## src/design/sysctl_pkg.sv

```systemverilog
// Constants for the stack, stop-guard and system mode register bank
package sysctl_pkg;
    // Register offsets in the register-addressed space
    localparam logic [7:0] OFF_STACK_POINTER_HIGH  = 8'hd8;
    localparam logic [7:0] OFF_STACK_POINTER_LOW   = 8'hd9;
    localparam logic [7:0] OFF_STOP_GUARD_KEY      = 8'hfb;
    localparam logic [7:0] OFF_SYSTEM_MODE_CONTROL = 8'hde;
    // Stop-guard key and reset value
    localparam logic [7:0] STOP_KEY                = 8'ha5;
    localparam logic [7:0] STOP_GUARD_RESET        = 8'h00;
    // System mode field positions
    localparam int         MODE_GIE_BIT            = 0;
    localparam int         MODE_FIE_BIT            = 1;
    localparam int         MODE_LVL_LSB            = 2;
    localparam int         MODE_LVL_MSB            = 4;
    localparam int         MODE_B7_BIT             = 7;
    localparam logic [2:0] LEVEL_FIELD_RESET       = 3'h0;
    // Length of the stop-failure reset pulse in cycles
    localparam logic [3:0] STOP_RESET_CYCLES       = 4'h4;
endpackage : sysctl_pkg

```

## src/design/stop_guard.sv

```systemverilog
// Stop-guard key register and stop/reset decision
`timescale 1ns/1ps
module stop_guard (
    input  wire logic       sys_clk,       // Core clock
    input  wire logic       reset,         // Async reset, active high
    input  wire logic       clk_en,        // Freezes state when low
    input  wire logic       wr_en,         // Write strobe to this register
    input  wire logic [7:0] wr_data,       // Write data
    input  wire logic       stop_exec,     // Stop instruction pulse
    output logic      [7:0] key_value,     // Current register contents
    output logic            stop_enter,    // Stop mode granted pulse
    output logic            stop_reset     // Reset request level
);
    logic [7:0] key_ff, nxt_key;
    logic       enter_ff, nxt_enter;
    logic [3:0] rst_cnt_ff, nxt_rst_cnt;

    // Next-state of key, stop grant and failure reset
    always_comb begin
        nxt_key     = key_ff;
        nxt_enter   = 1'h0;
        nxt_rst_cnt = rst_cnt_ff;
        if (rst_cnt_ff != 4'h0) begin
            nxt_rst_cnt = rst_cnt_ff - 4'h1;
        end
        if (wr_en) begin
            nxt_key = wr_data;
        end
        if (stop_exec) begin
            if (key_ff == sysctl_pkg::STOP_KEY) begin
                nxt_enter = 1'h1;
            end else begin
                nxt_rst_cnt = sysctl_pkg::STOP_RESET_CYCLES;
            end
        end
    end

    // State registers
    always_ff @(posedge sys_clk or posedge reset) begin
        if (reset) begin
            key_ff     <= sysctl_pkg::STOP_GUARD_RESET;
            enter_ff   <= 1'h0;
            rst_cnt_ff <= 4'h0;
        end else if (clk_en) begin
            key_ff     <= nxt_key;
            enter_ff   <= nxt_enter;
            rst_cnt_ff <= nxt_rst_cnt;
        end
    end

    assign key_value  = key_ff;
    assign stop_enter = enter_ff;
    assign stop_reset = (rst_cnt_ff != 4'h0);
endmodule : stop_guard

```

## src/design/stack_stop_sysmode_regs.sv

```systemverilog
// Stack pointer, stop-guard and system mode register bank
// Behaviour
// - High stack pointer byte, read/write at d8
// - Low stack pointer byte at d9, forms pointer
// - Stack pointer bytes untouched by reset
// - Stop honoured only with key pattern stored
// - Stop with wrong key causes reset instead
// - Registers reachable by register addressing only
// - Mode bits 4..2 pick fast level, undefined reset (reset loads 0 here)
// - Mode bit 1 enables fast interrupts, resets 0
// - Mode bit 0 gates all interrupts, resets 0
// - Only the chosen level is fast
`timescale 1ns/1ps
module stack_stop_sysmode_regs (
    input  wire logic        sys_clk,       // Core clock, 250 MHz
    input  wire logic        reset,         // Async reset, active high
    input  wire logic        clk_en,        // Freezes state when low
    input  wire logic        reg_mode,      // Access uses register addressing
    input  wire logic        reg_wr,        // Register write strobe
    input  wire logic        reg_rd,        // Register read strobe
    input  wire logic [7:0]  reg_addr,      // Register offset
    input  wire logic [7:0]  reg_wdata,     // Write data
    output logic      [7:0]  reg_rdata,     // Registered read data
    output logic             reg_hit,       // Offset belongs to this bank
    input  wire logic        sp_load,       // Core loads stack pointer
    input  wire logic [15:0] sp_load_val,   // Value from push/pop logic
    input  wire logic        ei_exec,       // Enable-interrupt instruction
    input  wire logic        di_exec,       // Disable-interrupt instruction
    input  wire logic        stop_exec,     // Stop instruction pulse
    output logic      [15:0] stack_pointer, // Full stack pointer
    output logic             stop_enter,    // Stop mode granted pulse
    output logic             stop_reset,    // Reset request on bad stop
    output logic             global_int_en, // Interrupt gate
    output logic             fast_int_en,   // Fast processing enabled
    output logic      [2:0]  fast_level,    // Chosen fast level
    output logic      [7:0]  fast_level_sel // One-hot fast level
);
    // ****************************************************************
    // Helper functions
    // ****************************************************************
    // Register addressing and a matching offset select one register
    function automatic logic offset_hit(input logic       mode,
                                        input logic [7:0] addr,
                                        input logic [7:0] offset);
        offset_hit = mode && (addr == offset);
    endfunction : offset_hit

    // One-hot level code, all zero while fast processing is off
    function automatic logic [7:0] level_onehot(input logic       enable,
                                                input logic [2:0] level);
        level_onehot = 8'h00;
        if (enable) begin
            level_onehot[level] = 1'h1;
        end
    endfunction : level_onehot

    // ****************************************************************
    // Address decode
    // ****************************************************************
    logic sel_sph, sel_spl, sel_key, sel_mode;
    logic wr_ok;

    // Decode only under register addressing
    always_comb begin
        sel_sph  = offset_hit(reg_mode, reg_addr,
                              sysctl_pkg::OFF_STACK_POINTER_HIGH);
        sel_spl  = offset_hit(reg_mode, reg_addr,
                              sysctl_pkg::OFF_STACK_POINTER_LOW);
        sel_key  = offset_hit(reg_mode, reg_addr,
                              sysctl_pkg::OFF_STOP_GUARD_KEY);
        sel_mode = offset_hit(reg_mode, reg_addr,
                              sysctl_pkg::OFF_SYSTEM_MODE_CONTROL);
        wr_ok    = reg_wr;
    end

    // Handshake output, combinational so the core sees it at once
    assign reg_hit = sel_sph || sel_spl || sel_key || sel_mode;

    // ****************************************************************
    // Stack pointer
    // ****************************************************************
    logic [15:0] sp_ff, nxt_sp;

    // Byte writes or whole-pointer load from core
    always_comb begin
        nxt_sp = sp_ff;
        if (sp_load) begin
            nxt_sp = sp_load_val;
        end
        if (wr_ok && sel_sph) begin
            nxt_sp[15:8] = reg_wdata;
        end
        if (wr_ok && sel_spl) begin
            nxt_sp[7:0] = reg_wdata;
        end
    end

    // No reset term: contents stay undefined until written
    always_ff @(posedge sys_clk) begin
        if (clk_en) begin
            sp_ff <= nxt_sp;
        end
    end
    assign stack_pointer = sp_ff;

    // ****************************************************************
    // System mode control
    // ****************************************************************
    logic [2:0] lvl_ff, nxt_lvl;
    logic       fie_ff, nxt_fie;
    logic       gie_ff, nxt_gie;
    logic       b7_ff, nxt_b7;

    // Field writes; gate also moved by instructions
    always_comb begin
        nxt_lvl = lvl_ff;
        nxt_fie = fie_ff;
        nxt_gie = gie_ff;
        nxt_b7  = b7_ff;
        if (wr_ok && sel_mode) begin
            nxt_lvl = reg_wdata[sysctl_pkg::MODE_LVL_MSB:
                                sysctl_pkg::MODE_LVL_LSB];
            nxt_fie = reg_wdata[sysctl_pkg::MODE_FIE_BIT];
            nxt_gie = reg_wdata[sysctl_pkg::MODE_GIE_BIT];
            nxt_b7  = reg_wdata[sysctl_pkg::MODE_B7_BIT];
        end
        if (di_exec) begin
            nxt_gie = 1'h0;
        end
        // Instruction wins over a write in the same cycle
        if (ei_exec) begin
            nxt_gie = 1'h1;
        end
    end

    // Level field has no defined reset; give it a known code
    always_ff @(posedge sys_clk or posedge reset) begin
        if (reset) begin
            lvl_ff <= sysctl_pkg::LEVEL_FIELD_RESET;
            fie_ff <= 1'h0;
            gie_ff <= 1'h0;
            b7_ff  <= 1'h0;
        end else if (clk_en) begin
            lvl_ff <= nxt_lvl;
            fie_ff <= nxt_fie;
            gie_ff <= nxt_gie;
            b7_ff  <= nxt_b7;
        end
    end

    // Mode outputs straight from their flops
    assign global_int_en = gie_ff;
    assign fast_int_en   = fie_ff;
    assign fast_level    = lvl_ff;

    logic [7:0] sel_ff, nxt_sel;

    // Exactly one level marked fast, only when enabled
    always_comb begin
        nxt_sel = level_onehot(nxt_fie, nxt_lvl);
    end

    // Registered beside the mode flops, so it never lags them
    always_ff @(posedge sys_clk or posedge reset) begin
        if (reset) begin
            sel_ff <= 8'h00;
        end else if (clk_en) begin
            sel_ff <= nxt_sel;
        end
    end
    assign fast_level_sel = sel_ff;

    // ****************************************************************
    // Stop guard
    // ****************************************************************
    logic [7:0] key_value;

    // Key register and stop decision kept in their own module
    stop_guard u_stop_guard (
        .sys_clk    (sys_clk),
        .reset      (reset),
        .clk_en     (clk_en),
        .wr_en      (wr_ok && sel_key),
        .wr_data    (reg_wdata),
        .stop_exec  (stop_exec),
        .key_value  (key_value),
        .stop_enter (stop_enter),
        .stop_reset (stop_reset)
    );

    // ****************************************************************
    // Read path
    // ****************************************************************
    logic [7:0] rdata_ff, nxt_rdata;

    // Mux selected register; bits 6..5 read zero
    always_comb begin
        nxt_rdata = rdata_ff;
        if (reg_rd) begin
            nxt_rdata = 8'h00;
            if (sel_sph) begin
                nxt_rdata = sp_ff[15:8];
            end
            if (sel_spl) begin
                nxt_rdata = sp_ff[7:0];
            end
            if (sel_key) begin
                nxt_rdata = key_value;
            end
            if (sel_mode) begin
                nxt_rdata = {b7_ff, 2'h0, lvl_ff, fie_ff, gie_ff};
            end
        end
    end

    // Read data register
    always_ff @(posedge sys_clk or posedge reset) begin
        if (reset) begin
            rdata_ff <= 8'h00;
        end else if (clk_en) begin
            rdata_ff <= nxt_rdata;
        end
    end
    assign reg_rdata = rdata_ff;
endmodule : stack_stop_sysmode_regs

```

## config.mk

```make
export PLATFORM = sky130hd
export DESIGN_NAME = stack_stop_sysmode_regs
export DESIGN_NICKNAME = d
export VERILOG_FILES = /design/src/design/sysctl_pkg.sv /design/src/design/stop_guard.sv /design/src/design/stack_stop_sysmode_regs.sv
export SDC_FILE = /design/constraint.sdc
export NUM_CORES = 1
export LEC_CHECK = 0
export BUFFER_PORTS_ARGS = -buffer_cell sky130_fd_sc_hd__buf_2
export CAP_MARGIN = 10
export CELL_PAD_IN_SITES_DETAIL_PLACEMENT = 1
export CELL_PAD_IN_SITES_GLOBAL_PLACEMENT = 2
export CORE_ASPECT_RATIO = 0.6
export CORE_MARGIN = 2
export CORE_UTILIZATION = 30
export CTS_CLUSTER_SIZE = 14
export DETAILED_ROUTE_END_ITERATION = 16
export GPL_TIMING_DRIVEN = 0
export PLACE_DENSITY_LB_ADDON = 0.05
export SLEW_MARGIN = 20
export SYNTH_ARGS = -nofsm -noshare
export SYNTH_HDL_FRONTEND = slang
export SYNTH_HIERARCHICAL = 1
export SYNTH_SLANG_ARGS = --single-unit
```

## constraint.sdc

```tcl
create_clock -name sys_clk -period 1.15 [get_ports sys_clk]
set_input_delay 0.0575 -clock sys_clk [delete_from_list [all_inputs] [get_ports sys_clk]]
set_output_delay 0.0575 -clock sys_clk [all_outputs]
set_load 0.01 [all_outputs]
```

### Word level (Yosys, flattened, before mapping)

Index checks and enable logic that the tools add are counted.

| operators by class | value |
|---|---|
| $add $sub $neg | 1 |
| multiplexer cells | 20 |
| $lt $le $gt $ge | 2 |
| equal/unequal tests | 5 |
| reduce and logical (&&, ||, !) cells | 22 |

Operators by type and width:

| cell | count |
|---|---|
| 8-bit 2-to-1 mux | 7 |
| 8-bit equality test, second input constant | 5 |
| 16-bit 2-to-1 mux | 1 |
| 4-bit 2-to-1 mux | 3 |
| 2-bit AND reduction | 6 |
| 1-bit logical AND | 9 |
| 1-bit 2-to-1 mux | 7 |
| 3-bit by 4-bit less-than comparator with 1-bit output, second input constant | 1 |
| 2-bit nonzero test | 2 |
| 4-bit nonzero test | 1 |
| 4-bit by 1-bit subtractor with 4-bit output, second input constant | 1 |
| 1-bit demux with 3-bit select | 1 |
| 3-bit by 1-bit greater-or-equal comparator with 1-bit output, second input constant | 1 |
| 1-bit logical OR | 3 |
| 3-bit 2-to-1 mux | 1 |
| 3-bit nonzero test | 1 |

| storage, ports and cells | value |
|---|---|
| logic and storage cells | 61 |
| flip-flop bits (word level) | 51 |
| input port bits | 42 |

### Logic depth before layout (Yosys ltp)

Gate-level depths: netlist of the first run.

| depth | value |
|---|---|
| depth after elaboration | 9 |
| depth in mapped cells | 6 |

### By module

The synthesis of the first run kept the hierarchy.

Modules (own cells, without submodules):

| module | times used | area an instance (µm²) | cells an instance |
|---|---|---|---|
| stack_stop_sysmode_regs | 1 | 2,103.3 | 168 |
| stop_guard | 1 | 606.8 | 49 |

### Worst setup path after synthesis of the first run

OpenSTA, ideal clock, no wires.

| timing | value |
|---|---|
| path type | input to register |
| start | input reg_addr[0] |
| end | register sp_ff[10], in the netlist stack_pointer[10] (enable) |
| slack | -0.555 ns |
| path buffers | 1 |
| stages | 3 |
| arrival time | 1.320 ns |
| cell sequence | buf_2 nand4b_2 a21boi_0 |

| between the ends | value |
|---|---|
| longest elaborated chain between the ends | 5 |

RTL lines:

| item | RTL line | RTL |
|---|---|---|
| start, declared | stack_stop_sysmode_regs.sv:21 | `input wire logic [7:0] reg_addr,` |
| 8-bit equality test | stack_stop_sysmode_regs.sv:45 | `offset_hit = mode && (addr == offset);` |
| 1-bit logical AND | stack_stop_sysmode_regs.sv:45 |  |
| 1-bit logical AND | stack_stop_sysmode_regs.sv:90 | `if (wr_ok && sel_sph) begin` |
| 2-bit nonzero test (no source line) | - |  |
| 2-bit AND reduction (no source line) | - |  |
| end signal, assigned | stack_stop_sysmode_regs.sv:101 | `sp_ff <= nxt_sp;` |
| end, declared | stack_stop_sysmode_regs.sv:82 | `logic [15:0] sp_ff, nxt_sp;` |

Every way passes these cells.
A chain may end at the register's enable or synchronous reset.

### Worst setup path in the final report of the first run

| timing | value |
|---|---|
| start | register u_stop_guard.rst_cnt_ff[1] |
| end | register u_stop_guard.rst_cnt_ff[1] |

| between the ends | value |
|---|---|
| longest elaborated chain between the ends | 4 |
| elaborated cells on any way between the ends | 5 |

RTL lines:

| item | RTL line | RTL |
|---|---|---|
| start, declared | stop_guard.sv:16 | `logic [3:0] rst_cnt_ff, nxt_rst_cnt;` |
| start signal, assigned | stop_guard.sv:47 | `rst_cnt_ff <= nxt_rst_cnt;` |
| 4-bit by 1-bit subtractor with 4-bit output / 4-bit nonzero test (equally long branches) | stop_guard.sv:24, stop_guard.sv:23 |  |
| 4-bit 2-to-1 mux (*) | stop_guard.sv:23 | `if (rst_cnt_ff != 4'h0) begin` |
| 4-bit 2-to-1 mux | stop_guard.sv:30 | `if (key_ff == sysctl_pkg::STOP_KEY) begin` |
| 4-bit 2-to-1 mux (*) | stop_guard.sv:29 | `if (stop_exec) begin` |

Mark *: on every way between the ends. The rest lies on a longest branch, timed or not.

==> summary.txt, run 1 <==
Setup path
  • Worst EP arrival: 1.62 ns
  • Worst Setup End Kind: flop
  • CP startpoint: u_stop_guard/rst_cnt_ff[1]
  • Reg2reg path depth: 6
  • Worst setup SP type: flop
  • R2R Path Start: u_stop_guard/rst_cnt_ff[1]
  • R2r setup slk: -0.25 ns
  • CP Max Fanout: 3
  • Worst path required time: 1.37 ns
  • Capture point of the critical path: u_stop_guard/rst_cnt_ff[1]
  • Kind of critical path: reg2reg
  • Worst r2r dst: u_stop_guard/rst_cnt_ff[1]

Timing
  • Final setup viols: 5
  • Hold slack: -0.0240 ns
  • Clock skew: 0.00594 ns
  • Hold Fails Final Rpt: 22
  • Max Fclk: 713 MHz
  • Max-slew headroom: 39.5%
  • Pins Over Slew Limit: 0
  • Tmin final: 1.40 ns
  • Least-Margin Pin Slew: 0.907 ns
  • Worst setup margin: -0.252 ns
  • Period utilization: 122%
  • Unrepaired setup endpoints after global routing: true

Power and ir drop
  • Reg power frac: 42.4%
  • NetSw: 1.31 mW
  • Peak VDD IR: 530 uV
  • Switch share: 26.5%
  • PwrDens: 1280 nW/um2
  • Clock share of power: 34.1%
  • Gate power share: 23.5%
  • Pleak: 1.83 nW
  • Internal: 3.64 mW

CTS
  • CTS buffer count: 5
  • TritonCTS Sinks: 51
  • CTS Buffer Depth: 2
  • Clock transition at path regs: 0.07 ns
  • CTS tree: yes
  • CTS root buf: clkbuf_16
  • Clock latency at the later pin of the worst-skew pair: 0.29 ns
  • CTS H-Tree Depth: 2

Drt
  • Wire per inst: 19.9 um
  • 1st-iter DRT viols: 120
  • Via Count: 2248
  • Post-route DRC: 0
  • Final WL: 8880 um
  • Number of routed nets with antenna violations: 0
  • DR vias/cell: 5.04
  • Pre-antenna DRT Iters: 4

Cells and area
  • Most common cell after layout, fill and taps aside: buf_2
  • Fraction of layout cells with a size suffix above 1: 55.1%
  • Final Core Density: 44.9%
  • Fill count: 968
  • Diode count: 0
  • Non-Filler Instances: 446
  • Commonest cells after routing, fill and taps aside: buf_2, dfrtp_1, mux2_2, buf_4, edfxtp_1
  • Synth-to-Final Area Change: 43.4%
  • Final net count: 376

GRT
  • Initial antenna violation count: 1
  • Largest net degree at the start of global routing: 23
  • Total grt overflow: 0
  • Vias in the first global route: 2439
  • First-pass GRT wire length: 14100 um
  • GRT Total Usage: 19.1%

Floorplanning
  • CORE AREA: 8650 um2
  • Die width: 127 um
  • Initial Util: 31.3%
  • I/O pins: 82
  • Die ar.: 9830 um2
  • Die H: 77.6 um
  • Std cell rows: 26

Place
  • Port buffer count: 81
  • Pre-CTS WS: -0.756 ns
  • Placed cell count: 410
  • Final Wtd Congestion: 0.745
  • Post-DP HPWL: 6490 um

Yosys
  • Distinct cell type count after synthesis: 42
  • Seq/Total Area, Yosys: 50.0%
  • Ys Warns: 6
  • Yosys reg bits: 51
  • Post-synthesis cell area: 2710 um2
  • Synthesized instance count: 217
  • Synthesized area per cell: 12.5 um2
  • Syn nets: 260

Job
  • Max-cap violations: 0

Status
  • Failing checks: hold timing, setup timing
  • Status: complete, but fails checks

Hold path
  • Hold crit path type: in2async
[cell usage after synthesis, drive strengths merged]
| cell | count | area (um2) |
|---|---|---|
| nand3 | 2 | 15.0 |
| nor3b | 2 | 15.0 |
| o21bai | 1 | 7.51 |
| a31oi | 6 | 37.5 |
| o21ai | 4 | 20.0 |
| a211o | 1 | 8.76 |
| o2bb2ai | 8 | 70.1 |
| nand4b | 2 | 23.8 |
| mux2 | 29 | 327 |
| nor4 | 4 | 67.6 |
| clkbuf | 4 | 15.0 |
| dfrtp | 35 | 876 |
| mux2i | 17 | 170 |
| nor2 | 6 | 22.5 |
| or2 | 1 | 6.26 |
| and3 | 4 | 25.0 |
| a21boi | 3 | 22.5 |
| edfxtp | 16 | 480 |
| nand2 | 11 | 43.8 |
| a22o | 2 | 17.5 |
| nand4 | 1 | 12.5 |
| a21oi | 13 | 72.6 |
| and2 | 6 | 37.5 |
| nand4bb | 1 | 27.5 |
| or3 | 1 | 6.26 |
| ha | 1 | 12.5 |
| inv | 9 | 33.8 |
| o41a | 1 | 11.3 |
| nor4b | 2 | 38.8 |
| buf | 2 | 10.0 |
| and4b | 3 | 30.0 |
| nor2b | 11 | 68.8 |
| a221o | 6 | 60.1 |
| and3b | 2 | 17.5 |
[state kept, by name (all words and copies together) (netlist names)]
name                     count
b7_ff                        1
fast_int_en                  1
fast_level                   3
fast_level_sel               8
global_int_en                1
reg_rdata                    8
stack_pointer               16
u_stop_guard/key_value       8
u_stop_guard/rst_cnt_ff      4
u_stop_guard/stop_enter      1
[power by group through the flow]
stage,registers [mW],clock network (mW),logic [mW]
floorplan,2.14,0,0.466
global placement,2.14,0,0.779
detailed placement,2.14,0,0.781
CTS,2.09,1.72,1.02
global route,2.11,1.80,1.27
finish,2.10,1.69,1.17
[through the flow]
stage	TNS (ns)	area, um2	total power, mW	hold WS, ns
after floorplan	-0.450	2810	2.61	-0.0655
after global placement	-29.91	3350	2.92	0.151
after detailed placement	-31.10	3350	2.92	0.168
after CTS	-0.565	3780	4.84	0.00553
after global routing	-1.17	3880	5.18	0.0317
final	-0.810	3880	4.96	-0.0240
[routing by layer]
| layer | GRT usage [%] | part of all wire, % |
|---|---|---|
| met1 | 28.6 | 52 |
| met2 | 27.6 | 41 |
| met3 | 4.55 | 5.5 |
| met4 | 4.62 | 1.0 |
| met5 | 0 | 0.079 |
[logic make-up after synthesis]
kind of cell	synth area share, %
AO/OA/AOI/OAI	12.1
adder cells (fa/ha/maj)	0.462
buffers and inverters	2.17
flip-flops	50.0
multiplexers	18.3
AND/OR/NAND/NOR	16.9
[layout make-up]
cell class	instances	area [um2]	share of cell area, %
Sequential cell	51	1360	34.9
Tap cell	112	140	3.61
Clock buffer	5	125	3.22
Inverter	9	33.8	0.870
Multi-Input combinational cell	151	1450	37.3
Timing Repair Buffer	109	689	17.7
Buffer	6	52.6	1.35
Clock inverter	3	38.8	0.998
[worst min-delay path by stage]
| stage | slack (ns) | endpoint | cells after the start |
|---|---|---|---|
| after detailed placement | 0.17 | u_stop_guard/key_value[0] | 2 |
| after global routing | 0.03 | u_stop_guard/key_value[6] | 2 |
| after global placement | 0.15 | u_stop_guard/key_value[4] | 2 |
| after floorplan | -0.07 | u_stop_guard/key_value[0] | 1 |
| after CTS | 0.006 | reg_rdata[5] | 2 |
| final | -0.02 | reg_rdata[2] | 2 |
[what timing repair did]
action,CTS,global route
buffers inserted,20,7
setup endpoints to repair,59,54
hold buffers,1,0
endpoints found under the hold margin,13,0
gates cloned,0,0
resized for setup,18,16
pin swaps,9,13
[worst max-delay path: stages, from the launching register on]
cell and delay [ns]:
dfrtp_1 0.38, inv_2 0.06, ha_4 0.16, nor3b_4 0.15
buf_6 0.12, or3_4 0.32, a21oi_2 0.14
No activity file was read; power rests on OpenSTA's default activity.
==> run 2, diff against run 1 <==
--- a/config.mk
+++ b/config.mk
@@ -14,8 +14,7 @@
 export CORE_UTILIZATION = 30
 export CTS_CLUSTER_SIZE = 14
 export DETAILED_ROUTE_END_ITERATION = 16
-export GPL_TIMING_DRIVEN = 0
-export PLACE_DENSITY_LB_ADDON = 0.05
+export PLACE_DENSITY_LB_ADDON = 0.2
 export SLEW_MARGIN = 20
 export SYNTH_ARGS = -nofsm -noshare
 export SYNTH_HDL_FRONTEND = slang
==> summary.txt, run 2 (same netlist as run 1, synthesis figures left out) <==
Status
  • Status: complete, but fails checks
  • Failing checks: setup timing

Timing
  • Final setup viols: 6
  • Max-slew headroom: 64.2%
  • Pins Over Slew Limit: 0
  • Period utilization: 127%
  • Worst setup margin: -0.316 ns
  • Unrepaired setup endpoints after global routing: true
  • Least-Margin Pin Slew: 0.537 ns
  • Clock skew: 0.00757 ns
  • Hold Fails Final Rpt: 0
  • Tmin final: 1.47 ns
  • Max Fclk: 682 MHz

Floorplanning
  • Die ar.: 9830 um2
  • I/O pins: 82
  • Initial Util: 31.3%
  • Std cell rows: 26
  • Die width: 127 um
  • Die H: 77.6 um
  • CORE AREA: 8650 um2

Setup path
  • Largest delay share family, worst path: flip-flops
  • CP startpoint: u_stop_guard/rst_cnt_ff[0]
  • Sum of buffers and inverters on the critical path: 3
  • Reg2reg path depth: 6
  • Slowest CP cell: dfrtp_1
  • Worst EP arrival: 1.41 ns
  • Worst r2r dst: u_stop_guard/rst_cnt_ff[1]
  • Most used cell, CP: inv_2
  • Critical path's largest stage delay: 0.39 ns
  • Worst Setup End Kind: output port
  • Worst path required time: 1.09 ns
  • R2R Path Start: u_stop_guard/rst_cnt_ff[1]
  • CP Max Fanout: 3
  • Crit-path cells: inv_2 > ha_4 > nor3b_4 > inv_2 > buf_6
  • Worst setup SP type: flop
  • Kind of critical path: reg2out
  • R2r setup slk: -0.30 ns

CTS
  • CTS Buffer Depth: 2
  • CTS root buf: clkbuf_16
  • CTS H-Tree Depth: 2
  • Clock latency at the later pin of the worst-skew pair: 0.30 ns
  • CTS tree: yes
  • CTS buffer count: 5
  • Clock transition at path regs: 0.07 ns
  • TritonCTS Sinks: 51

Hold path
  • Hold Path Depth: 2
  • Hold crit path type: in2reg
  • Hold Crit Start: reg_wdata[6]
  • Hold EP: u_stop_guard/key_value[6]

Cells and area
  • Fraction of layout cells with a size suffix above 1: 58.2%
  • Fill count: 958
  • Final Core Density: 46.7%
  • Area of the multi-input gates: 1450 um2
  • Max FFs per register: 16
  • Final non-filler cell area: 4040 um2
  • Final net count: 403
  • Diode count: 0
  • Synth-to-Final Area Change: 49.0%
  • Storage cell area: 1360 um2
  • Most common cell after layout, fill and taps aside: buf_2
  • Commonest cells after routing, fill and taps aside: buf_2, buf_4, dfrtp_1, mux2_2

Power and ir drop
  • NetSw: 1.43 mW
  • Internal: 3.53 mW
  • Peak VDD IR: 610 uV
  • Pleak: 1.95 nW
  • Clock share of power: 30.2%
  • Gate power share: 27.5%
  • Switch share: 28.8%
  • PwrDens: 1230 nW/um2
  • Reg power frac: 42.3%

Place
  • Port buffer count: 81
  • Post-DP HPWL: 7080 um
  • Placed inst area: 3720 um2
  • Final Wtd Congestion: 0.826

GRT
  • Vias in the first global route: 2572
  • Initial antenna violation count: 0
  • Total grt overflow: 0
  • GRT Total Usage: 19.6%
  • First-pass GRT wire length: 14700 um
  • Largest net degree at the start of global routing: 23

Drt
  • 1st-iter DRT viols: 137
  • DR vias/cell: 5.08
  • Final WL: 9520 um
  • Wire per inst: 20.1 um
  • Via Count: 2401
  • Pre-antenna DRT Iters: 4
  • Number of routed nets with antenna violations: 0
  • Post-route DRC: 0

Job
  • Max-cap violations: 0
[run 2: worst register-to-register path: stages, from the launching register on]
cell and delay, ns:
dfrtp_1 0.38, inv_2 0.05, ha_4 0.17, nor3b_4 0.16
buf_4 0.14, or3_4 0.35, a21oi_2 0.13
[run 2: how the worst max path moves through the flow]
stage | slack (ns) | cells after the start | to
floorplan | -0.07 | 5 | u_stop_guard/rst_cnt_ff[1]
global route | -0.40 | 5 | stop_reset
finish | -0.32 | 5 | stop_reset
global placement | -0.26 | 5 | stack_pointer[12]
CTS | -0.30 | 5 | stop_reset
detailed placement | -0.31 | 5 | stack_pointer[5]
[run 2: cell type report]
cell class | count | share of cell area [%]
multi-input combinational | 152 | 35.9
sequential | 51 | 33.6
timing repair buffer | 141 | 22.7
tap | 112 | 3.47
clock buffer | 6 | 3.19
inverter | 9 | 0.837
clock inverter | 2 | 0.310
[run 2: through the flow]
stage | hold slack [ns] | std cells | setup TNS, ns | setup slack [ns] | power, mW
after CTS | 0.0442 | 468 | -0.800 | -0.296 | 4.83
after detailed placement | 0.133 | 454 | -12.27 | -0.309 | 3.18
after global placement | 0.145 | 454 | -10.92 | -0.258 | 3.16
after floorplan | -0.0655 | 217 | -0.450 | -0.0729 | 2.61
after global routing | 0.0516 | 473 | -1.67 | -0.401 | 5.17
final | 0.0496 | 473 | -1.13 | -0.316 | 4.96
[run 2: power by group through the flow]
stage | logic (mW) | clock network (mW) | registers [mW]
6_report | 1.37 | 1.50 | 2.10
5_1_grt | 1.47 | 1.59 | 2.11
4_1_cts | 1.21 | 1.53 | 2.09
3_5_place_dp | 1.06 | 0 | 2.12
3_3_place_gp | 1.03 | 0 | 2.12
2_1_floorplan | 0.466 | 0 | 2.14
[run 2: metal layers]
| layer | vias up | track usage, % | wire [um] |
|---|---|---|---|
| met5 | - | 0 | 0 |
| met4 | 0 | 2.64 | 35 |
| met3 | 4 | 4.21 | 648 |
| met2 | 78 | 25.8 | 3640 |
| met1 | 1205 | 32.5 | 5200 |
| li1 | 1114 | - | - |
[run 2: repair_timing]
item / 4_1_cts / 5_1_grt
gates resized for setup: 6 / 18
pin swaps: 11 / 16
setup buffers: 5 / 7
cloned: 0 / 1
hold buffers: 1 / 0
hold endpoints to repair: 35 / 0
setup endpoints to repair: 9 / 28
